==> src/hdl/blp_regs.svh <==
// register offsets, field positions, reset values and timing constants
// assumes: included by bare name from the design files of the led pwm block
`ifndef BLP_REGS_SVH
`define BLP_REGS_SVH

`define BLP_OFF_CFG 8'h00
`define BLP_OFF_LIM 8'h04
`define BLP_OFF_DLY 8'h08
`define BLP_OFF_STEP 8'h0C
`define BLP_OFF_INTV 8'h10
`define BLP_OFF_SKEW 8'h14

`define BLP_CFG_SYM 16
`define BLP_CFG_WDT_HI 15
`define BLP_CFG_WDT_LO 8
`define BLP_CFG_RST 7
`define BLP_CFG_UPD 6
`define BLP_CFG_SIZE_HI 5
`define BLP_CFG_SIZE_LO 4
`define BLP_CFG_SYNC 3
`define BLP_CFG_CLK 2
`define BLP_CFG_CTRL_HI 1
`define BLP_CFG_CTRL_LO 0

`define BLP_LIM_MAX_HI 15
`define BLP_LIM_MAX_LO 8
`define BLP_LIM_MIN_HI 7
`define BLP_LIM_MIN_LO 0
`define BLP_DLY_HD_HI 23
`define BLP_DLY_HD_LO 12
`define BLP_DLY_LD_HI 11
`define BLP_DLY_LD_LO 0

`define BLP_CFG_RESET 32'h0000_1400
`define BLP_CFG_MASK 32'h0001_FF3F
`define BLP_LIM_MASK 32'h0000_FFFF
`define BLP_DLY_MASK 32'h00FF_FFFF
`define BLP_FULL_MASK 32'hFFFF_FFFF
`define BLP_SKEW_MASK 32'h0000_00FF
`define BLP_ZERO 32'h0000_0000

`define BLP_CTRL_OFF 2'h0
`define BLP_CTRL_BREATH 2'h1
`define BLP_CTRL_BLINK 2'h2
`define BLP_CTRL_ON 2'h3

`define BLP_TOP8 8'hFF
`define BLP_TOP7 8'hFE
`define BLP_TOP6 8'hFC
`define BLP_SIZE8 2'h0
`define BLP_SIZE7 2'h1
`define BLP_SIZE6 2'h2

`define BLP_CLK_NS 10
`define BLP_SLOW_NS 30518
`define BLP_SLOW_CYC (`BLP_SLOW_NS / `BLP_CLK_NS)
`define BLP_GUARD_MS 200
`define BLP_GUARD_CYC (`BLP_GUARD_MS * 1000000 / `BLP_CLK_NS)

`endif

==> src/hdl/blp_pkg.sv <==
// types shared by the led pwm block
// assumes: compiled before every module of the block
package blp_pkg;
    typedef enum logic [1:0] {
        st_rise,
        st_hold_top,
        st_fall,
        st_hold_bot
    } blp_ramp_t;
endpackage

==> src/hdl/blp_stage_reg.sv <==
// staged register: software writes a holding copy, copy moves it to active
// assumes: one clock, copy is a one-cycle pulse; reads use the active copy
`timescale 1ns/1ps
module blp_stage_reg #(
    parameter int W = 32,
    parameter logic [W-1:0] MASK = '1
) (
    input wire logic pclk,
    input wire logic presetn,
    input wire logic clr,
    input wire logic wr_en,
    input wire logic [W-1:0] wr_mask,
    input wire logic [W-1:0] wr_data,
    input wire logic copy,
    output logic [W-1:0] active_q
);
    logic [W-1:0] hold_q;
    wire [W-1:0] hold_d = ((hold_q & ~wr_mask) | (wr_data & wr_mask)) & MASK;

    always_ff @(posedge pclk or negedge presetn) begin
        if (!presetn) begin
            hold_q <= '0;
        end else if (clr) begin
            hold_q <= '0;
        end else if (wr_en) begin
            hold_q <= hold_d;
        end
    end

    // a write in the copy cycle lands in the holding copy for the next period
    always_ff @(posedge pclk or negedge presetn) begin
        if (!presetn) begin
            active_q <= '0;
        end else if (clr) begin
            active_q <= '0;
        end else if (copy) begin
            active_q <= hold_q;
        end
    end
endmodule

==> src/hdl/blp_top.sv <==
// breathing / blinking led pwm generator with an apb register slave
// assumes: pclk 100 MHz, apb inputs synchronous, sync_in is the or of the
// align bits of the other instances
//
// Local design decision: the APB register port.
`timescale 1ns/1ps
`include "blp_regs.svh"
module blp_top #(
    parameter int GUARD_TICK_CYC = `BLP_GUARD_CYC,
    parameter int SLOW_DIV = `BLP_SLOW_CYC
) (
    input wire logic pclk,
    input wire logic presetn,
    input wire logic psel,
    input wire logic penable,
    input wire logic pwrite,
    input wire logic [7:0] paddr,
    input wire logic [31:0] pwdata,
    input wire logic [3:0] pstrb,
    output logic [31:0] prdata,
    output logic pready,
    output logic pslverr,
    input wire logic sync_in,
    output logic sync_out,
    output logic led_out
);
    ////////////////////////////////////////////////////////////////////////
    // apb decode

    function automatic logic [3:0] seg_nib(input logic [31:0] w, input logic [2:0] i);
        seg_nib = w[{i, 2'b00} +: 4];
    endfunction

    wire acc = psel & penable;
    wire sel_cfg = (paddr == `BLP_OFF_CFG);
    wire sel_lim = (paddr == `BLP_OFF_LIM);
    wire sel_dly = (paddr == `BLP_OFF_DLY);
    wire sel_step = (paddr == `BLP_OFF_STEP);
    wire sel_intv = (paddr == `BLP_OFF_INTV);
    wire sel_skew = (paddr == `BLP_OFF_SKEW);
    wire mapped = sel_cfg | sel_lim | sel_dly | sel_step | sel_intv | sel_skew;
    wire wr = acc & pwrite & mapped;
    wire [31:0] wmask = {{8{pstrb[3]}}, {8{pstrb[2]}}, {8{pstrb[1]}}, {8{pstrb[0]}}};

    assign pready = 1'b1;
    assign pslverr = acc & ~mapped;

    ////////////////////////////////////////////////////////////////////////
    // configuration register

    logic [31:0] cfg_q;
    logic upd_q;
    logic [7:0] skew_q;
    logic [31:0] lim_a;
    logic [31:0] dly_a;
    logic [31:0] step_a;
    logic [31:0] intv_a;
    logic period_end;
    logic guard_exp;

    wire wr_cfg = wr & sel_cfg;
    wire soft_rst = wr_cfg & pstrb[0] & pwdata[`BLP_CFG_RST];
    wire upd_set = wr_cfg & pstrb[0] & pwdata[`BLP_CFG_UPD];
    wire [31:0] cfg_wr = ((cfg_q & ~wmask) | (pwdata & wmask)) & `BLP_CFG_MASK;

    wire [1:0] ctrl = cfg_q[`BLP_CFG_CTRL_HI:`BLP_CFG_CTRL_LO];
    wire [1:0] counter_width_param = cfg_q[`BLP_CFG_SIZE_HI:`BLP_CFG_SIZE_LO];
    wire [7:0] guard_reload = cfg_q[`BLP_CFG_WDT_HI:`BLP_CFG_WDT_LO];
    wire mirror = cfg_q[`BLP_CFG_SYM];
    wire sys_src = cfg_q[`BLP_CFG_CLK];
    wire is_breath = (ctrl == `BLP_CTRL_BREATH);
    wire is_blink = (ctrl == `BLP_CTRL_BLINK);
    wire running = is_breath | is_blink;
    wire hold_all = cfg_q[`BLP_CFG_SYNC] | sync_in;
    wire copy_cfg = period_end & upd_q;

    assign sync_out = cfg_q[`BLP_CFG_SYNC];

    // written values act on the next edge, no period wait
    always_ff @(posedge pclk or negedge presetn) begin
        if (!presetn) begin
            cfg_q <= `BLP_CFG_RESET;
        end else if (soft_rst) begin
            cfg_q <= `BLP_CFG_RESET;
        end else if (wr_cfg) begin
            cfg_q <= cfg_wr;
        end else if (guard_exp) begin
            cfg_q[`BLP_CFG_CTRL_HI:`BLP_CFG_CTRL_LO] <= `BLP_CTRL_ON;
        end
    end

    // a set in the cycle of the hardware clear wins
    always_ff @(posedge pclk or negedge presetn) begin
        if (!presetn) begin
            upd_q <= 1'b0;
        end else if (soft_rst) begin
            upd_q <= 1'b0;
        end else if (upd_set) begin
            upd_q <= 1'b1;
        end else if (copy_cfg) begin
            upd_q <= 1'b0;
        end
    end

    always_ff @(posedge pclk or negedge presetn) begin
        if (!presetn) begin
            skew_q <= 8'h00;
        end else if (soft_rst) begin
            skew_q <= 8'h00;
        end else if (wr & sel_skew & pstrb[0]) begin
            skew_q <= pwdata[7:0];
        end
    end

    ////////////////////////////////////////////////////////////////////////
    // staged registers

    blp_stage_reg #(.W(32), .MASK(`BLP_LIM_MASK)) u_lim (
        .pclk(pclk),
        .presetn(presetn),
        .clr(soft_rst),
        .wr_en(wr & sel_lim),
        .wr_mask(wmask),
        .wr_data(pwdata),
        .copy(period_end),
        .active_q(lim_a)
    );

    blp_stage_reg #(.W(32), .MASK(`BLP_DLY_MASK)) u_dly (
        .pclk(pclk),
        .presetn(presetn),
        .clr(soft_rst),
        .wr_en(wr & sel_dly),
        .wr_mask(wmask),
        .wr_data(pwdata),
        .copy(copy_cfg),
        .active_q(dly_a)
    );

    blp_stage_reg #(.W(32), .MASK(`BLP_FULL_MASK)) u_step (
        .pclk(pclk),
        .presetn(presetn),
        .clr(soft_rst),
        .wr_en(wr & sel_step),
        .wr_mask(wmask),
        .wr_data(pwdata),
        .copy(copy_cfg),
        .active_q(step_a)
    );

    blp_stage_reg #(.W(32), .MASK(`BLP_FULL_MASK)) u_intv (
        .pclk(pclk),
        .presetn(presetn),
        .clr(soft_rst),
        .wr_en(wr & sel_intv),
        .wr_mask(wmask),
        .wr_data(pwdata),
        .copy(copy_cfg),
        .active_q(intv_a)
    );

    ////////////////////////////////////////////////////////////////////////
    // read path, captured in the setup cycle so it is stable in access

    wire [31:0] cfg_rd = cfg_q | {25'h000_0000, upd_q, 6'h00};
    wire [31:0] rd_mux = sel_cfg ? cfg_rd :
                         sel_lim ? lim_a :
                         sel_dly ? dly_a :
                         sel_step ? step_a :
                         sel_intv ? intv_a :
                         sel_skew ? {24'h00_0000, skew_q} : `BLP_ZERO;

    always_ff @(posedge pclk or negedge presetn) begin
        if (!presetn) begin
            prdata <= `BLP_ZERO;
        end else if (psel & ~penable) begin
            prdata <= rd_mux;
        end
    end

    ////////////////////////////////////////////////////////////////////////
    // slow tick and pwm counter

    logic [12:0] slow_q;
    logic [11:0] presc_q;
    logic [7:0] ctr_q;

    wire tick_slow = (slow_q == 13'(SLOW_DIV - 1));
    wire src_tick = sys_src ? 1'b1 : tick_slow;
    wire [11:0] ld = dly_a[`BLP_DLY_LD_HI:`BLP_DLY_LD_LO];
    wire [11:0] hd = dly_a[`BLP_DLY_HD_HI:`BLP_DLY_HD_LO];
    wire presc_wrap = src_tick & (presc_q >= ld);
    wire adv = is_blink ? presc_wrap : tick_slow;
    wire clr_cnt = ~running | hold_all | soft_rst;
    wire pwm_adv = ~clr_cnt & adv;
    wire [1:0] sh = (is_blink | (counter_width_param == 2'h3)) ? `BLP_SIZE8 : counter_width_param;
    wire [7:0] top = (sh == `BLP_SIZE7) ? `BLP_TOP7 :
                     (sh == `BLP_SIZE6) ? `BLP_TOP6 : `BLP_TOP8;
    wire [7:0] ctr_inc = 8'h01 << sh;

    assign period_end = pwm_adv & (ctr_q == top);

    always_ff @(posedge pclk or negedge presetn) begin
        if (!presetn) begin
            slow_q <= 13'h0000;
        end else begin
            slow_q <= tick_slow ? 13'h0000 : slow_q + 13'h0001;
        end
    end

    always_ff @(posedge pclk or negedge presetn) begin
        if (!presetn) begin
            presc_q <= 12'h000;
        end else if (clr_cnt | ~is_blink) begin
            presc_q <= 12'h000;
        end else if (src_tick) begin
            presc_q <= presc_wrap ? 12'h000 : presc_q + 12'h001;
        end
    end

    always_ff @(posedge pclk or negedge presetn) begin
        if (!presetn) begin
            ctr_q <= 8'h00;
        end else if (clr_cnt) begin
            ctr_q <= 8'h00;
        end else if (pwm_adv) begin
            ctr_q <= period_end ? 8'h00 : ctr_q + ctr_inc;
        end
    end

    ////////////////////////////////////////////////////////////////////////
    // breathing ramp

    blp_pkg::blp_ramp_t st_q, st_d;
    logic [7:0] duty_q, duty_d;
    logic [11:0] hcnt_q, hcnt_d;
    logic [3:0] icnt_q, icnt_d;

    wire [7:0] lim_max = lim_a[`BLP_LIM_MAX_HI:`BLP_LIM_MAX_LO];
    wire [7:0] lim_min = lim_a[`BLP_LIM_MIN_HI:`BLP_LIM_MIN_LO];
    wire falling = (st_q == blp_pkg::st_fall);
    wire [2:0] seg = mirror ? {falling, duty_q[7:6]} : duty_q[7:5];
    wire [3:0] step_nib = seg_nib(step_a, seg);
    wire [3:0] intv_nib = seg_nib(intv_a, seg);
    wire [7:0] amt_base = {4'h0, step_nib >> sh};
    // low field bits are dropped at narrower widths, the step scales back up
    wire [7:0] amt = (amt_base + 8'h01) << sh;
    wire [8:0] up_sum = {1'b0, duty_q} + {1'b0, amt};
    wire [7:0] duty_up = up_sum[8] ? 8'hFF : up_sum[7:0];
    wire [7:0] duty_dn = (duty_q < amt) ? 8'h00 : duty_q - amt;
    wire ramp_clr = (ctrl == `BLP_CTRL_OFF) | soft_rst;
    wire icnt_done = (icnt_q == intv_nib);

    always_comb begin
        st_d = st_q;
        duty_d = duty_q;
        hcnt_d = hcnt_q;
        icnt_d = icnt_q;
        if (ramp_clr) begin
            st_d = blp_pkg::st_rise;
            duty_d = 8'h00;
            hcnt_d = 12'h000;
            icnt_d = 4'h0;
        end else if (hold_all) begin
            hcnt_d = 12'h000;
            icnt_d = 4'h0;
        end else if (is_breath & period_end) begin
            unique case (st_q)
                blp_pkg::st_rise: begin
                    if (duty_q >= lim_max) begin
                        st_d = blp_pkg::st_hold_top;
                        hcnt_d = 12'h000;
                    end else if (icnt_done) begin
                        icnt_d = 4'h0;
                        duty_d = duty_up;
                    end else begin
                        icnt_d = icnt_q + 4'h1;
                    end
                end
                blp_pkg::st_hold_top: begin
                    if (hcnt_q == hd) begin
                        st_d = blp_pkg::st_fall;
                        icnt_d = 4'h0;
                        duty_d = duty_dn;
                    end else begin
                        hcnt_d = hcnt_q + 12'h001;
                    end
                end
                blp_pkg::st_fall: begin
                    if (duty_q <= lim_min) begin
                        st_d = blp_pkg::st_hold_bot;
                        hcnt_d = 12'h000;
                    end else if (icnt_done) begin
                        icnt_d = 4'h0;
                        duty_d = duty_dn;
                    end else begin
                        icnt_d = icnt_q + 4'h1;
                    end
                end
                blp_pkg::st_hold_bot: begin
                    if (hcnt_q == ld) begin
                        st_d = blp_pkg::st_rise;
                        icnt_d = 4'h0;
                        duty_d = duty_up;
                    end else begin
                        hcnt_d = hcnt_q + 12'h001;
                    end
                end
            endcase
        end
    end

    always_ff @(posedge pclk or negedge presetn) begin
        if (!presetn) begin
            st_q <= blp_pkg::st_rise;
            duty_q <= 8'h00;
            hcnt_q <= 12'h000;
            icnt_q <= 4'h0;
        end else begin
            st_q <= st_d;
            duty_q <= duty_d;
            hcnt_q <= hcnt_d;
            icnt_q <= icnt_d;
        end
    end

    ////////////////////////////////////////////////////////////////////////
    // guard timer: counts base ticks while blinking or breathing

    logic [31:0] gdiv_q;
    logic [7:0] gcnt_q;

    wire guard_on = running & (guard_reload != 8'h00);
    // a configuration write reloads from the value being written, not the old one
    wire [7:0] guard_load = wr_cfg ? cfg_wr[`BLP_CFG_WDT_HI:`BLP_CFG_WDT_LO] : guard_reload;
    wire gtick = (gdiv_q == 32'(GUARD_TICK_CYC - 1));
    assign guard_exp = guard_on & gtick & (gcnt_q == 8'h01) & ~wr_cfg;

    // any write to the configuration register reloads the count
    always_ff @(posedge pclk or negedge presetn) begin
        if (!presetn) begin
            gdiv_q <= 32'h0000_0000;
            gcnt_q <= 8'h00;
        end else if (~guard_on | wr_cfg) begin
            gdiv_q <= 32'h0000_0000;
            gcnt_q <= guard_load;
        end else if (gtick) begin
            gdiv_q <= 32'h0000_0000;
            gcnt_q <= gcnt_q - 8'h01;
        end else begin
            gdiv_q <= gdiv_q + 32'h0000_0001;
        end
    end

    ////////////////////////////////////////////////////////////////////////
    // led output

    wire [7:0] duty_eff = is_blink ? lim_min : duty_q;
    wire led_d = (ctrl == `BLP_CTRL_ON) | (running & (ctr_q < duty_eff));

    always_ff @(posedge pclk or negedge presetn) begin
        if (!presetn) begin
            led_out <= 1'b0;
        end else begin
            led_out <= led_d;
        end
    end
endmodule

==> config.mk <==
export PLATFORM = sky130hd
export DESIGN_NAME = blp_top
export DESIGN_NICKNAME = d
export VERILOG_FILES = /design/src/hdl/blp_pkg.sv /design/src/hdl/blp_stage_reg.sv /design/src/hdl/blp_top.sv
export VERILOG_INCLUDE_DIRS = /design/src /design/src/hdl
export SDC_FILE = /design/constraint.sdc
export NUM_CORES = 1
export LEC_CHECK = 0
export ABC_AREA = 1
export BUFFER_PORTS_ARGS = -buffer_cell sky130_fd_sc_hd__buf_4
export CAP_MARGIN = 15
export CORE_MARGIN = 2
export CORE_UTILIZATION = 39
export CTS_BUF_LIST = sky130_fd_sc_hd__clkbuf_8
export CTS_CLUSTER_DIAMETER = 40
export DETAILED_ROUTE_END_ITERATION = 16
export GPL_ROUTABILITY_DRIVEN = 1
export GPL_TIMING_DRIVEN = 0
export PLACE_DENSITY_LB_ADDON = 0.2
export SKIP_LAST_GASP = 1
export SLEW_MARGIN = 20
export SYNTH_ARGS = -nofsm -noshare
export SYNTH_HDL_FRONTEND = slang
export SYNTH_HIERARCHICAL = 1
export SYNTH_SLANG_ARGS = --single-unit
==> constraint.sdc <==
create_clock -name pclk -period 12.6 [get_ports pclk]
set_input_delay 1.26 -clock pclk [delete_from_list [all_inputs] [get_ports pclk]]
set_output_delay 1.26 -clock pclk [all_outputs]
set_load 0.02 [all_outputs]
* After elaboration in Yosys (flattened, before gate mapping)
Index checks and enable logic that the tools add are counted.
Operators by class: $add $sub $neg 10, multiply operators 0, div/mod/pow operators 0, order comparisons 5, equality and inequality tests 38, shift-type cells 5, multiplexer cells 87, bitwise operators 59, reductions and logical operators 23
Operator list (number):
- $mux W32 | 24
- $mux W8 | 21
- $mux W12 | 10
- $and A32 B32 Y32 | 3
- $or A32 B32 Y32 | 2
- $shiftx A32 B6 Y4 | 2
- $pmux W12 S4 | 1
- $add A32 B1 Y32 const B | 1
- $eq A32 B25 Y1 const B | 1
- $mux W4 | 8
- $not A32 Y32 | 1
- $or A32 B7 Y32 | 1
- $pmux W8 S4 | 1
- $mux W30 | 1
- $ne A4 B4 Y1 const B | 7
- $and A1 B1 Y1 | 25
- $add A12 B1 Y12 const B | 2
- $and A24 B24 Y24 | 1
- $eq A12 B12 Y1 | 2
- $mux W2 | 12
- $or A24 B24 Y24 | 1
- $reduce_bool A2 Y1 | 12
- $ne A3 B3 Y1 const B | 6
- $and A17 B17 Y17 | 1
- other kinds (43) | 81
Word-level totals: register bits 429, latch bits 0, RAM bits 0, ROM bits 0, input bits 50, output and inout port bits 36, logic and storage cells 250, memories 0

* Longest topological paths before layout
Gate-level depths: netlist of the first run.
depth in word-level cells 18, depth in mapped cells 34, mapped depth without buffers 31

* Modules after synthesis
Netlist of the first run, hierarchy kept.
Modules (own cells, without submodules):
- blp_top | instances 1, cells each 1792, area each 12468.2 um2, sequential area each 3906.2 um2
- blp_stage_reg at u_intv ... | instances 2, cells each 407, area each 3163.0 um2, sequential area each 1601.5 um2
- blp_stage_reg at u_dly | instances 1, cells each 315, area each 2437.3 um2, sequential area each 1201.2 um2
- blp_stage_reg at u_lim | instances 1, cells each 222, area each 1702.9 um2, sequential area each 800.8 um2

* Worst setup path after synthesis of the first run
OpenSTA, ideal clock, no wires.
path type reg-to-reg, from register cfg_q[0], to register duty_q[7], library setup time 121 ps, arrival 3879 ps, required time 12479 ps, setup slack 8600 ps, stages on the path, launching flop included 24, buffers on the path 2, clock period less this slack 4000 ps, cell sequence dfrtp_1 inv_1 ha_1 buf_2 nor3_4 clkinv_1 nand3_1 nand3_1 nand2_1 inv_1 ha_1 or2_2 nand3_1 nand2_1 ha_1 clkbuf_1 inv_1 nor3_1 a21oi_1 nand2_1 o21ai_1 o21ai_0 nand2_2 nand2_1
Between the ends: word-level cells in the longest chain between the ends 14, elaborated cells between the ends (all ways) 47, classes of those cells add/sub: 3; order compare: 1; eq/ne: 12; shift: 2; mux: 16; bitwise: 10; reduce/logical: 3
RTL lines:
- from (decl) | RTL line blp_top.sv:51 | logic [31:0] cfg_q;
- from (signal assigned) | RTL line blp_top.sv:82 | cfg_q <= `BLP_CFG_RESET;
- from (signal assigned) | RTL line blp_top.sv:84 | cfg_q <= `BLP_CFG_RESET;
- from (signal assigned) | RTL line blp_top.sv:86 | cfg_q <= cfg_wr;
- $eq A2 B2 Y1 (no source line)
- $or A1 B1 Y1 | RTL line blp_top.sv:196 | wire [1:0] sh = (is_blink | (counter_width_param == 2'h3)) ? `BLP_SIZE8 : counter_width_param;
- $mux W2 | RTL line blp_top.sv:196
- $shr A4 B2 Y4 | RTL line blp_top.sv:245 | wire [7:0] amt_base = {4'h0, step_nib >> sh};
- $add A4 B1 Y5 | RTL line blp_top.sv:247 | wire [7:0] amt = (amt_base + 8'h01) << sh;
- $shl A5 B2 Y8 | RTL line blp_top.sv:247
- $sub A8 B8 Y8 (tied with other cells) | RTL line blp_top.sv:250 | wire [7:0] duty_dn = (duty_q < amt) ? 8'h00 : duty_q - amt;
- $mux W8 (on tied branches) | RTL line blp_top.sv:250, blp_top.sv:249
- $mux W8 (on tied branches) | RTL line blp_top.sv:293, blp_top.sv:273
- $mux W8 (on tied branches) | RTL line blp_top.sv:290, blp_top.sv:270
- $pmux W8 S4 | RTL line blp_top.sv:268 | unique case (st_q)
- $mux W8 | RTL line blp_top.sv:267 | end else if (is_breath & period_end) begin
- $mux W8 | RTL line blp_top.sv:264 | end else if (hold_all) begin
- $mux W8 | RTL line blp_top.sv:259 | if (ramp_clr) begin
- to (signal assigned) | RTL line blp_top.sv:321 | duty_q <= duty_d;
- to (decl) | RTL line blp_top.sv:235 | logic [7:0] duty_q, duty_d;
Parallel ways exist; a longest one is shown, timed or not. The select of a mux whose other input is x is not followed. A chain may end at the register's enable or synchronous reset.

* Final worst setup path of the first run
from register duty_q[6], to register duty_q[5]
Between the ends: word-level cells in the longest chain between the ends 13, elaborated cells between the ends (all ways) 29, classes of those cells add/sub: 3; order compare: 3; eq/ne: 5; shift: 4; mux: 13; reduce/logical: 1
RTL lines:
- $mux W3 | RTL line blp_top.sv:242 | wire [2:0] seg = mirror ? {falling, duty_q[7:6]} : duty_q[7:5];
- $shiftx A32 B6 Y4 | RTL line blp_top.sv:31 | seg_nib = w[{i, 2'b00} +: 4];
- $shr A4 B2 Y4 | RTL line blp_top.sv:245
- $add A4 B1 Y5 | RTL line blp_top.sv:247
- $shl A5 B2 Y8 | RTL line blp_top.sv:247
- $sub A8 B8 Y8 (tied with other cells) | RTL line blp_top.sv:250
- $mux W8 (on tied branches) | RTL line blp_top.sv:250, blp_top.sv:249
- $mux W8 (on tied branches) | RTL line blp_top.sv:293, blp_top.sv:273
- $mux W8 (on tied branches) | RTL line blp_top.sv:290, blp_top.sv:270
- $pmux W8 S4 | RTL line blp_top.sv:268
- $mux W8 | RTL line blp_top.sv:267
- $mux W8 | RTL line blp_top.sv:264
- $mux W8 | RTL line blp_top.sv:259
Parallel ways exist; a longest one is shown, timed or not. The select of a mux whose other input is x is not followed.

==> results by group, run 1 <==
Status
  • Outcome: finished, final reports clean

Route
  • Initial DRT Pass Iterations: 8
  • Post-route DRC: 0
  • Total wire length: 76,300 um
  • Routed len/inst: 18.3 um
  • Antenna viol nets, final: 0
  • Via-to-Cell Ratio: 5.06
  • Via count: 21,100
  • DR iter-0 viols: 2,031

Setup path
  • Slack of the worst reg-to-reg path: 7.45 ns
  • FF-to-FF End: duty_q[5]
  • CP max stage cell: dfrtp_1
  • Cell family with most CP delay: simple AND/OR/NAND/NOR gates
  • CP Class: flip-flop to flip-flop
  • Crit path buf inv count: 5
  • CP Cell Sequence: inv_2 -> nand2_1 -> nand2_2 -> buf_2 -> o211ai_1 -> nand3_1 -> nand3_1 -> nand3_1 -> nand2_1 -> inv_1 -> ha_1 -> or2_2 -> nand3_1 -> nand2_1 -> ha_1 -> clkbuf_1 -> inv_1 -> nor3_1 -> a21oi_1 -> nand2_1 -> nand2_1 -> o21ai_0 -> nand2_2 -> nand2_1
  • Crit path required time: 13.18 ns
  • Critical Path AT: 5.73 ns
  • Max stage delay on crit path: 0.72 ns
  • Worst Path Max Fanout: 10
  • Setup crit start kind: flip-flop
  • Worst r2r src: duty_q[6]
  • CP most frequent cell: nand2_1
  • CP Capture Type: flip-flop
  • Worst reg-to-reg path cell count: 24

Clocking
  • CTS-repair resized insts: 0
  • Num CTS Buffers: 81
  • Clock Sinks: 364
  • Clk buf depth: 3
  • Clock Latency Late Sink: 0.69 ns
  • Setup repair bufs after CTS: 0
  • Root Buffer: clkbuf_8
  • Clock transition at path regs: 0.05 ns
  • H-tree lvl count: 3
  • Post-cts hold buffer count: 0
  • CTS tree: built

Synthesis
  • EDFF count, synth: 0
  • Post-Syn Area: 22,900 um^2
  • Yosys cell types: 61
  • Synth Area per Inst: 7.30 um^2
  • Yosys warning total: 6
  • Mapped Cells: 3,143
  • Part of the Yosys area used for sequential elements: 0.397
  • Synth async-reset ratio: 1.00
  • Ys flop type: dfrtp_1
  • Register bit total from synthesis: 364

Min path
  • Hold worst-path end: gdiv_q[0]
  • Hold Crit Class: flip-flop to flip-flop
  • Hold path depth: 1
  • Hold Path Origin: gdiv_q[0]

Place
  • Pre-CTS WS: 7.57 ns
  • Final GP Congestion: 1.00
  • PortBufs: 84
  • Final HPWL DP: 57,000 um
  • Placed Cells: 4,026

Timing
  • Setup Skew: 0.0507 ns
  • Worst-Margin Slew: 0.868 ns
  • Tcrit/Tclk final: 0.409
  • WHS: 0.463 ns
  • Tmin final: 5.15 ns
  • Headroom to the max-slew limit: 0.419
  • Final Hold Fails: 0
  • RSZ-0062 raised after global routing: false
  • Final WS setup: 7.45 ns
  • Fmax: 194 MHz
  • Setup violators final: 0
  • Max-slew violation count: 0
  • Fin Setup TNS: 0 ns

Floorplan
  • Die X: 247 um
  • # IOs: 86
  • Row count: 88
  • Die ar.: 60,800 um^2
  • Core area: 57,900 um^2
  • Initial Utilization: 0.396
  • Die height: 247 um

GRT
  • First-pass GRT wire length: 118,000 um
  • Gr usage total: 0.255
  • Total gr overflow: 0
  • Initial antenna violation count: 1
  • Vias in the first global route: 19,900
  • Largest net degree at the start of global routing: 90

Final layout
  • Layout cell share with drive strength beyond 1: 0.140
  • Layout overhead on the synthesized area: 15.7%
  • Commonest non-fill, non-tap cell in the layout: nand2_1
  • Nets@finish: 3,475
  • Final core occ: 0.458
  • Finished Layout Cells: 4,177
  • Commonest non-fill, non-tap cells in the layout: 942 x nand2_1, 459 x inv_1, 382 x nand3_1

Pwr
  • Peak supply drop: 0.0000827 V
  • Leakage: 0.0141 uW
  • Power Density: 103 nW/um^2

Run
  • Max Cap Violations: 0
-- state kept, by name, summed over array words and instances (netlist names), 4 cells and up --
signal	flops
u_lim/hold_q	16
gdiv_q	32
u_intv/active_q	32
ctr_q	8
skew_q	8
icnt_q	4
u_step/active_q	32
cfg_q	15
u_step/hold_q	32
prdata	32
presc_q	12
gcnt_q	8
u_intv/hold_q	32
u_dly/hold_q	24
u_lim/active_q	16
slow_q	13
hcnt_q	12
duty_q	8
u_dly/active_q	24
-- through the flow --
step	cell area [um^2]	total power, uW
2_1_floorplan	23000	1250
3_3_place_gp	24600	1340
3_5_place_dp	24800	1340
4_1_cts	26500	2760
5_1_grt	26500	2830
6_report	26500	2730
-- worst max-delay path by stage --
stage	depth (start not counted)	end	from	slack, ns
floorplan	23	duty_q[7]	cfg_q[0]	8.60
global placement	1	u_intv/hold_q[20]	presetn	6.50
finish	24	duty_q[5]	duty_q[6]	7.45
global route	23	duty_q[5]	cfg_q[0]	7.13
detailed placement	23	duty_q[5]	cfg_q[0]	7.57
CTS	23	duty_q[5]	cfg_q[0]	7.56
-- worst register-to-register path, stage by stage (launching register included) --
cell,delay (ns)
dfrtp_1,0.72
inv_2,0.14
nand2_1,0.15
nand2_2,0.17
buf_2,0.24
o211ai_1,0.21
nand3_1,0.20
nand3_1,0.19
nand3_1,0.17
nand2_1,0.09
inv_1,0.04
ha_1,0.30
or2_2,0.32
nand3_1,0.08
nand2_1,0.10
ha_1,0.28
clkbuf_1,0.19
inv_1,0.22
nor3_1,0.08
a21oi_1,0.56
nand2_1,0.13
nand2_1,0.10
o21ai_0,0.18
nand2_2,0.13
nand2_1,0.05
-- Yosys cell counts (all sizes together), types with 2 or more instances --
master,n,area share
o31ai,2,0.00065
o21bai,11,0.0036
buf,90,0.027
clkinv,3,0.00049
a22oi,4,0.0013
fa,3,0.0026
dfrtp,362,0.39
a21oi,85,0.019
o221ai,2,0.00076
nand4,29,0.0086
xnor2,22,0.0084
a211oi,3,0.00098
clkbuf,47,0.0077
o21ai,241,0.068
nand2,965,0.16
a31oi,3,0.00082
nor3b,3,0.00098
nor3,54,0.013
o2111ai,7,0.0027
a41oi,4,0.0015
ha,78,0.043
or2,11,0.0033
inv,454,0.074
o21a,4,0.0013
nand3,386,0.085
a221oi,8,0.0031
nand3b,4,0.0013
o211ai,9,0.0029
conb,4,0.00065
a22o,2,0.00076
nor4,9,0.0027
dfstp,2,0.0023
nor2,170,0.033
o22ai,15,0.0041
xor2,42,0.016
-- power breakdown --
| group | switching [uW] | leakage (uW) | total, uW | internal [uW] |
|---|---|---|---|---|
| sequential | 4.97 | 0.00438 | 1180 | 1170 |
| clock | 598 | 0.000963 | 1410 | 812 |
| combinational | 98.3 | 0.00874 | 142 | 43.8 |
-- layout make-up --
type	count	area (um^2)
Antenna cell	1	2.50
Buffer	137	805
Clock buffer	101	1390
Clock inverter	49	365
Fill cell	5954	31400
Inverter	457	1720
Multi-Input combinational cell	2213	11400
Sequential cell	364	9110
Tap cell	765	957
Timing Repair Buffer	90	767
-- layer usage --
metal  up-vias  global-route usage  routed length (um)
li1      10400                   -                   -
met4         0               0.116                3490
met1      9881               0.344               34500
met2       652               0.391               33900
met3       158              0.0533                4470
met5         -                   0                   0
-- cell families (layout without fill, tap and decap cells) --
logic type / Yosys count / in the layout / synth area share
AOI/OAI and AO/OA: 404 / 404 / 0.113
buffers and inverters: 594 / 834 / 0.110
xor gates and xnor gates: 64 / 64 / 0.0244
DFF: 364 / 364 / 0.397
other: 4 / 33 / 0.000654
adders and majority gates: 81 / 81 / 0.0452
and+or+nand+nor: 1632 / 1632 / 0.310
No activity file was read; power rests on OpenSTA's default activity.
==> inputs of run 2 (changes only) <==
Settings changed: ABC_AREA 1 to 0.
Clock period 12.6 ns to 5 ns, I/O delays scaled along.
==> results by group, run 2 <==
Synthesis
  • Ys flop type: dfrtp_1
  • Post-Syn Area: 22,000 um^2
  • Share of the synthesized area in the top cell type: 0.412
  • Yosys warning total: 6
  • Most frequent cells after synthesis: 362 x dfrtp_1, 219 x nor2_1, 188 x mux2i_1, 141 x nand3_1, 128 x nand2_1
  • Yosys cell types: 85
  • Most common cell in the netlist: dfrtp_1
  • Part of the Yosys area used for sequential elements: 0.415
  • Synth async-reset ratio: 1.00
  • Mapped Cells: 2,227
  • Register bit total from synthesis: 364
  • EDFF count, synth: 0
  • Cell taking the most area after synthesis: dfrtp_1
  • Ranking of synthesized cells by area: dfrtp_1 41%, mux2i_1 8.6%, ha_1 4.4%
  • Synth Area per Inst: 9.87 um^2

Floorplan
  • Initial Utilization: 0.396
  • # IOs: 86
  • Die ar.: 58,200 um^2
  • Die X: 241 um
  • Row count: 86
  • Die height: 241 um
  • Core area: 55,400 um^2

Timing
  • Fmax: 208 MHz
  • Fin Setup TNS: 0 ns
  • Max-slew violation count: 0
  • Setup violators final: 0
  • Headroom to the max-slew limit: 0.368
  • Worst-Margin Slew: 0.939 ns
  • Tmin final: 4.82 ns
  • Tcrit/Tclk final: 0.963
  • Final Hold Fails: 0
  • Setup Skew: 0.0299 ns

Setup path
  • CP Capture Type: flip-flop
  • Cell family with most CP delay: compound AO/OA/AOI/OAI gates
  • CP Class: flip-flop to flip-flop
  • CP max stage cell: dfrtp_2
  • Max stage delay on crit path: 0.47 ns
  • CP most frequent cell: nand2_1
  • FF-to-FF End: duty_q[3]
  • Setup crit start kind: flip-flop
  • Worst reg-to-reg path cell count: 24
  • Stages on worst setup path: 24
  • Crit path required time: 5.56 ns
  • Slack of the worst reg-to-reg path: 0.18 ns
  • Worst Path Max Fanout: 10
  • Crit path buf inv count: 3
  • CP Cell Sequence: buf_4 -> nor2b_1 -> clkbuf_1 -> a22oi_1 -> nand3_2 -> nand2_1 -> nand2_1 -> nor2_1 -> a31oi_2 -> o21ai_0 -> ha_1 -> nand2_1 -> o21ai_0 -> a22o_1 -> ha_4 -> nand2b_1 -> a21oi_2 -> o21ai_1 -> a21oi_2 -> o211ai_1 -> clkbuf_8 -> o311ai_1 -> o31ai_1 -> a2bb2oi_1
  • Worst r2r src: duty_q[6]
  • Critical path origin: duty_q[6]
  • Critical Path AT: 5.38 ns
  • Crit path capture: duty_q[3]

Place
  • Final GP Congestion: 0.930
  • Placed Area: 23,800 um^2
  • Placed Cells: 3,092
  • Final HPWL DP: 54,200 um
  • PortBufs: 84

Pwr
  • Overall power: 7910 uW
  • Power Density: 306 nW/um^2
  • Leakage: 0.0114 uW
  • Peak supply drop: 0.000205 V

Clocking
  • Clk buf depth: 3
  • Clock transition at path regs: 0.06 ns
  • Clock Latency Late Sink: 0.67 ns
  • Root Buffer: clkbuf_8
  • Clock Sinks: 364
  • Num CTS Buffers: 81
  • H-tree lvl count: 3
  • CTS tree: built

Final layout
  • Commonest non-fill, non-tap cell in the layout: dfrtp_1
  • Nets@finish: 2,566
  • Layout cell share with drive strength beyond 1: 0.212
  • Commonest non-fill, non-tap cells in the layout: 359 x dfrtp_1, 218 x nor2_1, 184 x mux2i_1
  • Post-Layout Inst Area: 25,900 um^2
  • Finished Layout Cells: 3,245
  • Layout overhead on the synthesized area: 17.8%
  • Final core occ: 0.467

GRT
  • Gr usage total: 0.254
  • Vias in the first global route: 18,000
  • Initial antenna violation count: 5
  • Total gr overflow: 0
  • First-pass GRT wire length: 111,000 um
  • Largest net degree at the start of global routing: 88

Route
  • Via-to-Cell Ratio: 5.60
  • Total wire length: 72,900 um
  • Post-route DRC: 0
  • DR iter-0 viols: 1,312
  • Routed len/inst: 22.5 um
  • Antenna viol nets, final: 0
  • Initial DRT Pass Iterations: 5
  • Via count: 18,200

Status
  • Outcome: finished, final reports clean

Min path
  • Hold Crit Class: primary input to flip-flop

Run
  • Max Cap Violations: 0
==> run 2: changes by cell type after synthesis, sizes merged, moves of 32 or more <==
| cell | delta |
|---|---|
| nand2 | -837 |
| o21ai | -138 |
| a21oi | +69 |
| a21bo | +104 |
| inv | -367 |
| mux2i | +189 |
| nor3 | -32 |
| nand3 | -225 |
| nor2 | +49 |
==> run 2: metrics by stage <==
stage | hold WS (ns) | setup slack [ns]
2_1_floorplan | 0.204 | 0.215
3_3_place_gp | 0.464 | -1.35
3_5_place_dp | 0.473 | -1.41
4_1_cts | 0.0427 | -0.00444
5_1_grt | 0.0599 | -0.00861
6_report | 0.101 | 0.184
==> run 2: what timing repair did <==
action                                  in CTS  in global routing
gates resized for setup                     42                 22
pin swaps                                    2                  6
endpoints found under the setup margin      18                 19
setup buffers                                8                  3
endpoints found under the hold margin       74                  0
hold buffers                                 1                  0
==> run 2: worst reg2reg max path, stage by stage (launching register included) <==
cell and delay (ns):
dfrtp_2 0.47, buf_4 0.22, nor2b_1 0.15, clkbuf_1 0.22, a22oi_1 0.29, nand3_2 0.20, nand2_1 0.20, nand2_1 0.08
nor2_1 0.12, a31oi_2 0.05, o21ai_0 0.20, ha_1 0.29, nand2_1 0.06, o21ai_0 0.10, a22o_1 0.29, ha_4 0.26
nand2b_1 0.16, a21oi_2 0.16, o21ai_1 0.10, a21oi_2 0.16, o211ai_1 0.14, clkbuf_8 0.20, o311ai_1 0.29, o31ai_1 0.15
a2bb2oi_1 0.17
==> run 2: kinds of logic (layout without fill, tap and decap cells) <==
group,count (synthesis),count (layout),share of synthesized area
AND/OR/NAND/NOR,680,680,0.152
other,4,33,0.000683
adder cells (fa/ha/maj),81,81,0.0472
flip-flops,364,364,0.415
AO/OA/AOI/OAI,573,573,0.198
multiplexers,205,205,0.0962
XOR/XNOR,82,82,0.0327
buffers and inverters,238,479,0.0587
==> run 2: layout make-up <==
type | count | area (um^2)
repair buffers | 101 | 867
plain buffers | 146 | 970
well taps | 748 | 936
diodes | 1 | 2.50
fillers | 5277 | 29500
flip-flops and latches | 364 | 9110
clock buffers | 98 | 1350
clock inverters | 46 | 454
multi-input cells | 1653 | 11900
inverters | 88 | 334
==> run 2: how the worst min path moves through the flow <==
stage | to | cells after the start | slack (ns) | from
after CTS | u_intv/hold_q[30] | 3 | 0.04 | pwdata[30]
after global placement | slow_q[12] | 1 | 0.46 | slow_q[12]
after global routing | u_intv/hold_q[26] | 3 | 0.06 | pwdata[26]
after detailed placement | prdata[15] | 2 | 0.47 | prdata[15]
final | u_intv/hold_q[24] | 3 | 0.10 | pwdata[24]
after floorplan | cfg_q[0] | 0 | 0.20 | presetn
==> run 2: power by group <==
group | internal (uW) | leakage, uW | total, uW | switching (uW)
combinational | 498 | 0.00541 | 1210 | 709
sequential | 2980 | 0.00505 | 3040 | 59.0
clock | 2200 | 0.000954 | 3660 | 1460
total | 5680 | 0.0114 | 7910 | 2230
==> run 2: per-layer routing <==
metal | GRT usage | share of wire
met2 | 0.372 | 0.43
met4 | 0.107 | 0.040
met1 | 0.359 | 0.45
met5 | 0 | 0.00030
met3 | 0.0614 | 0.073
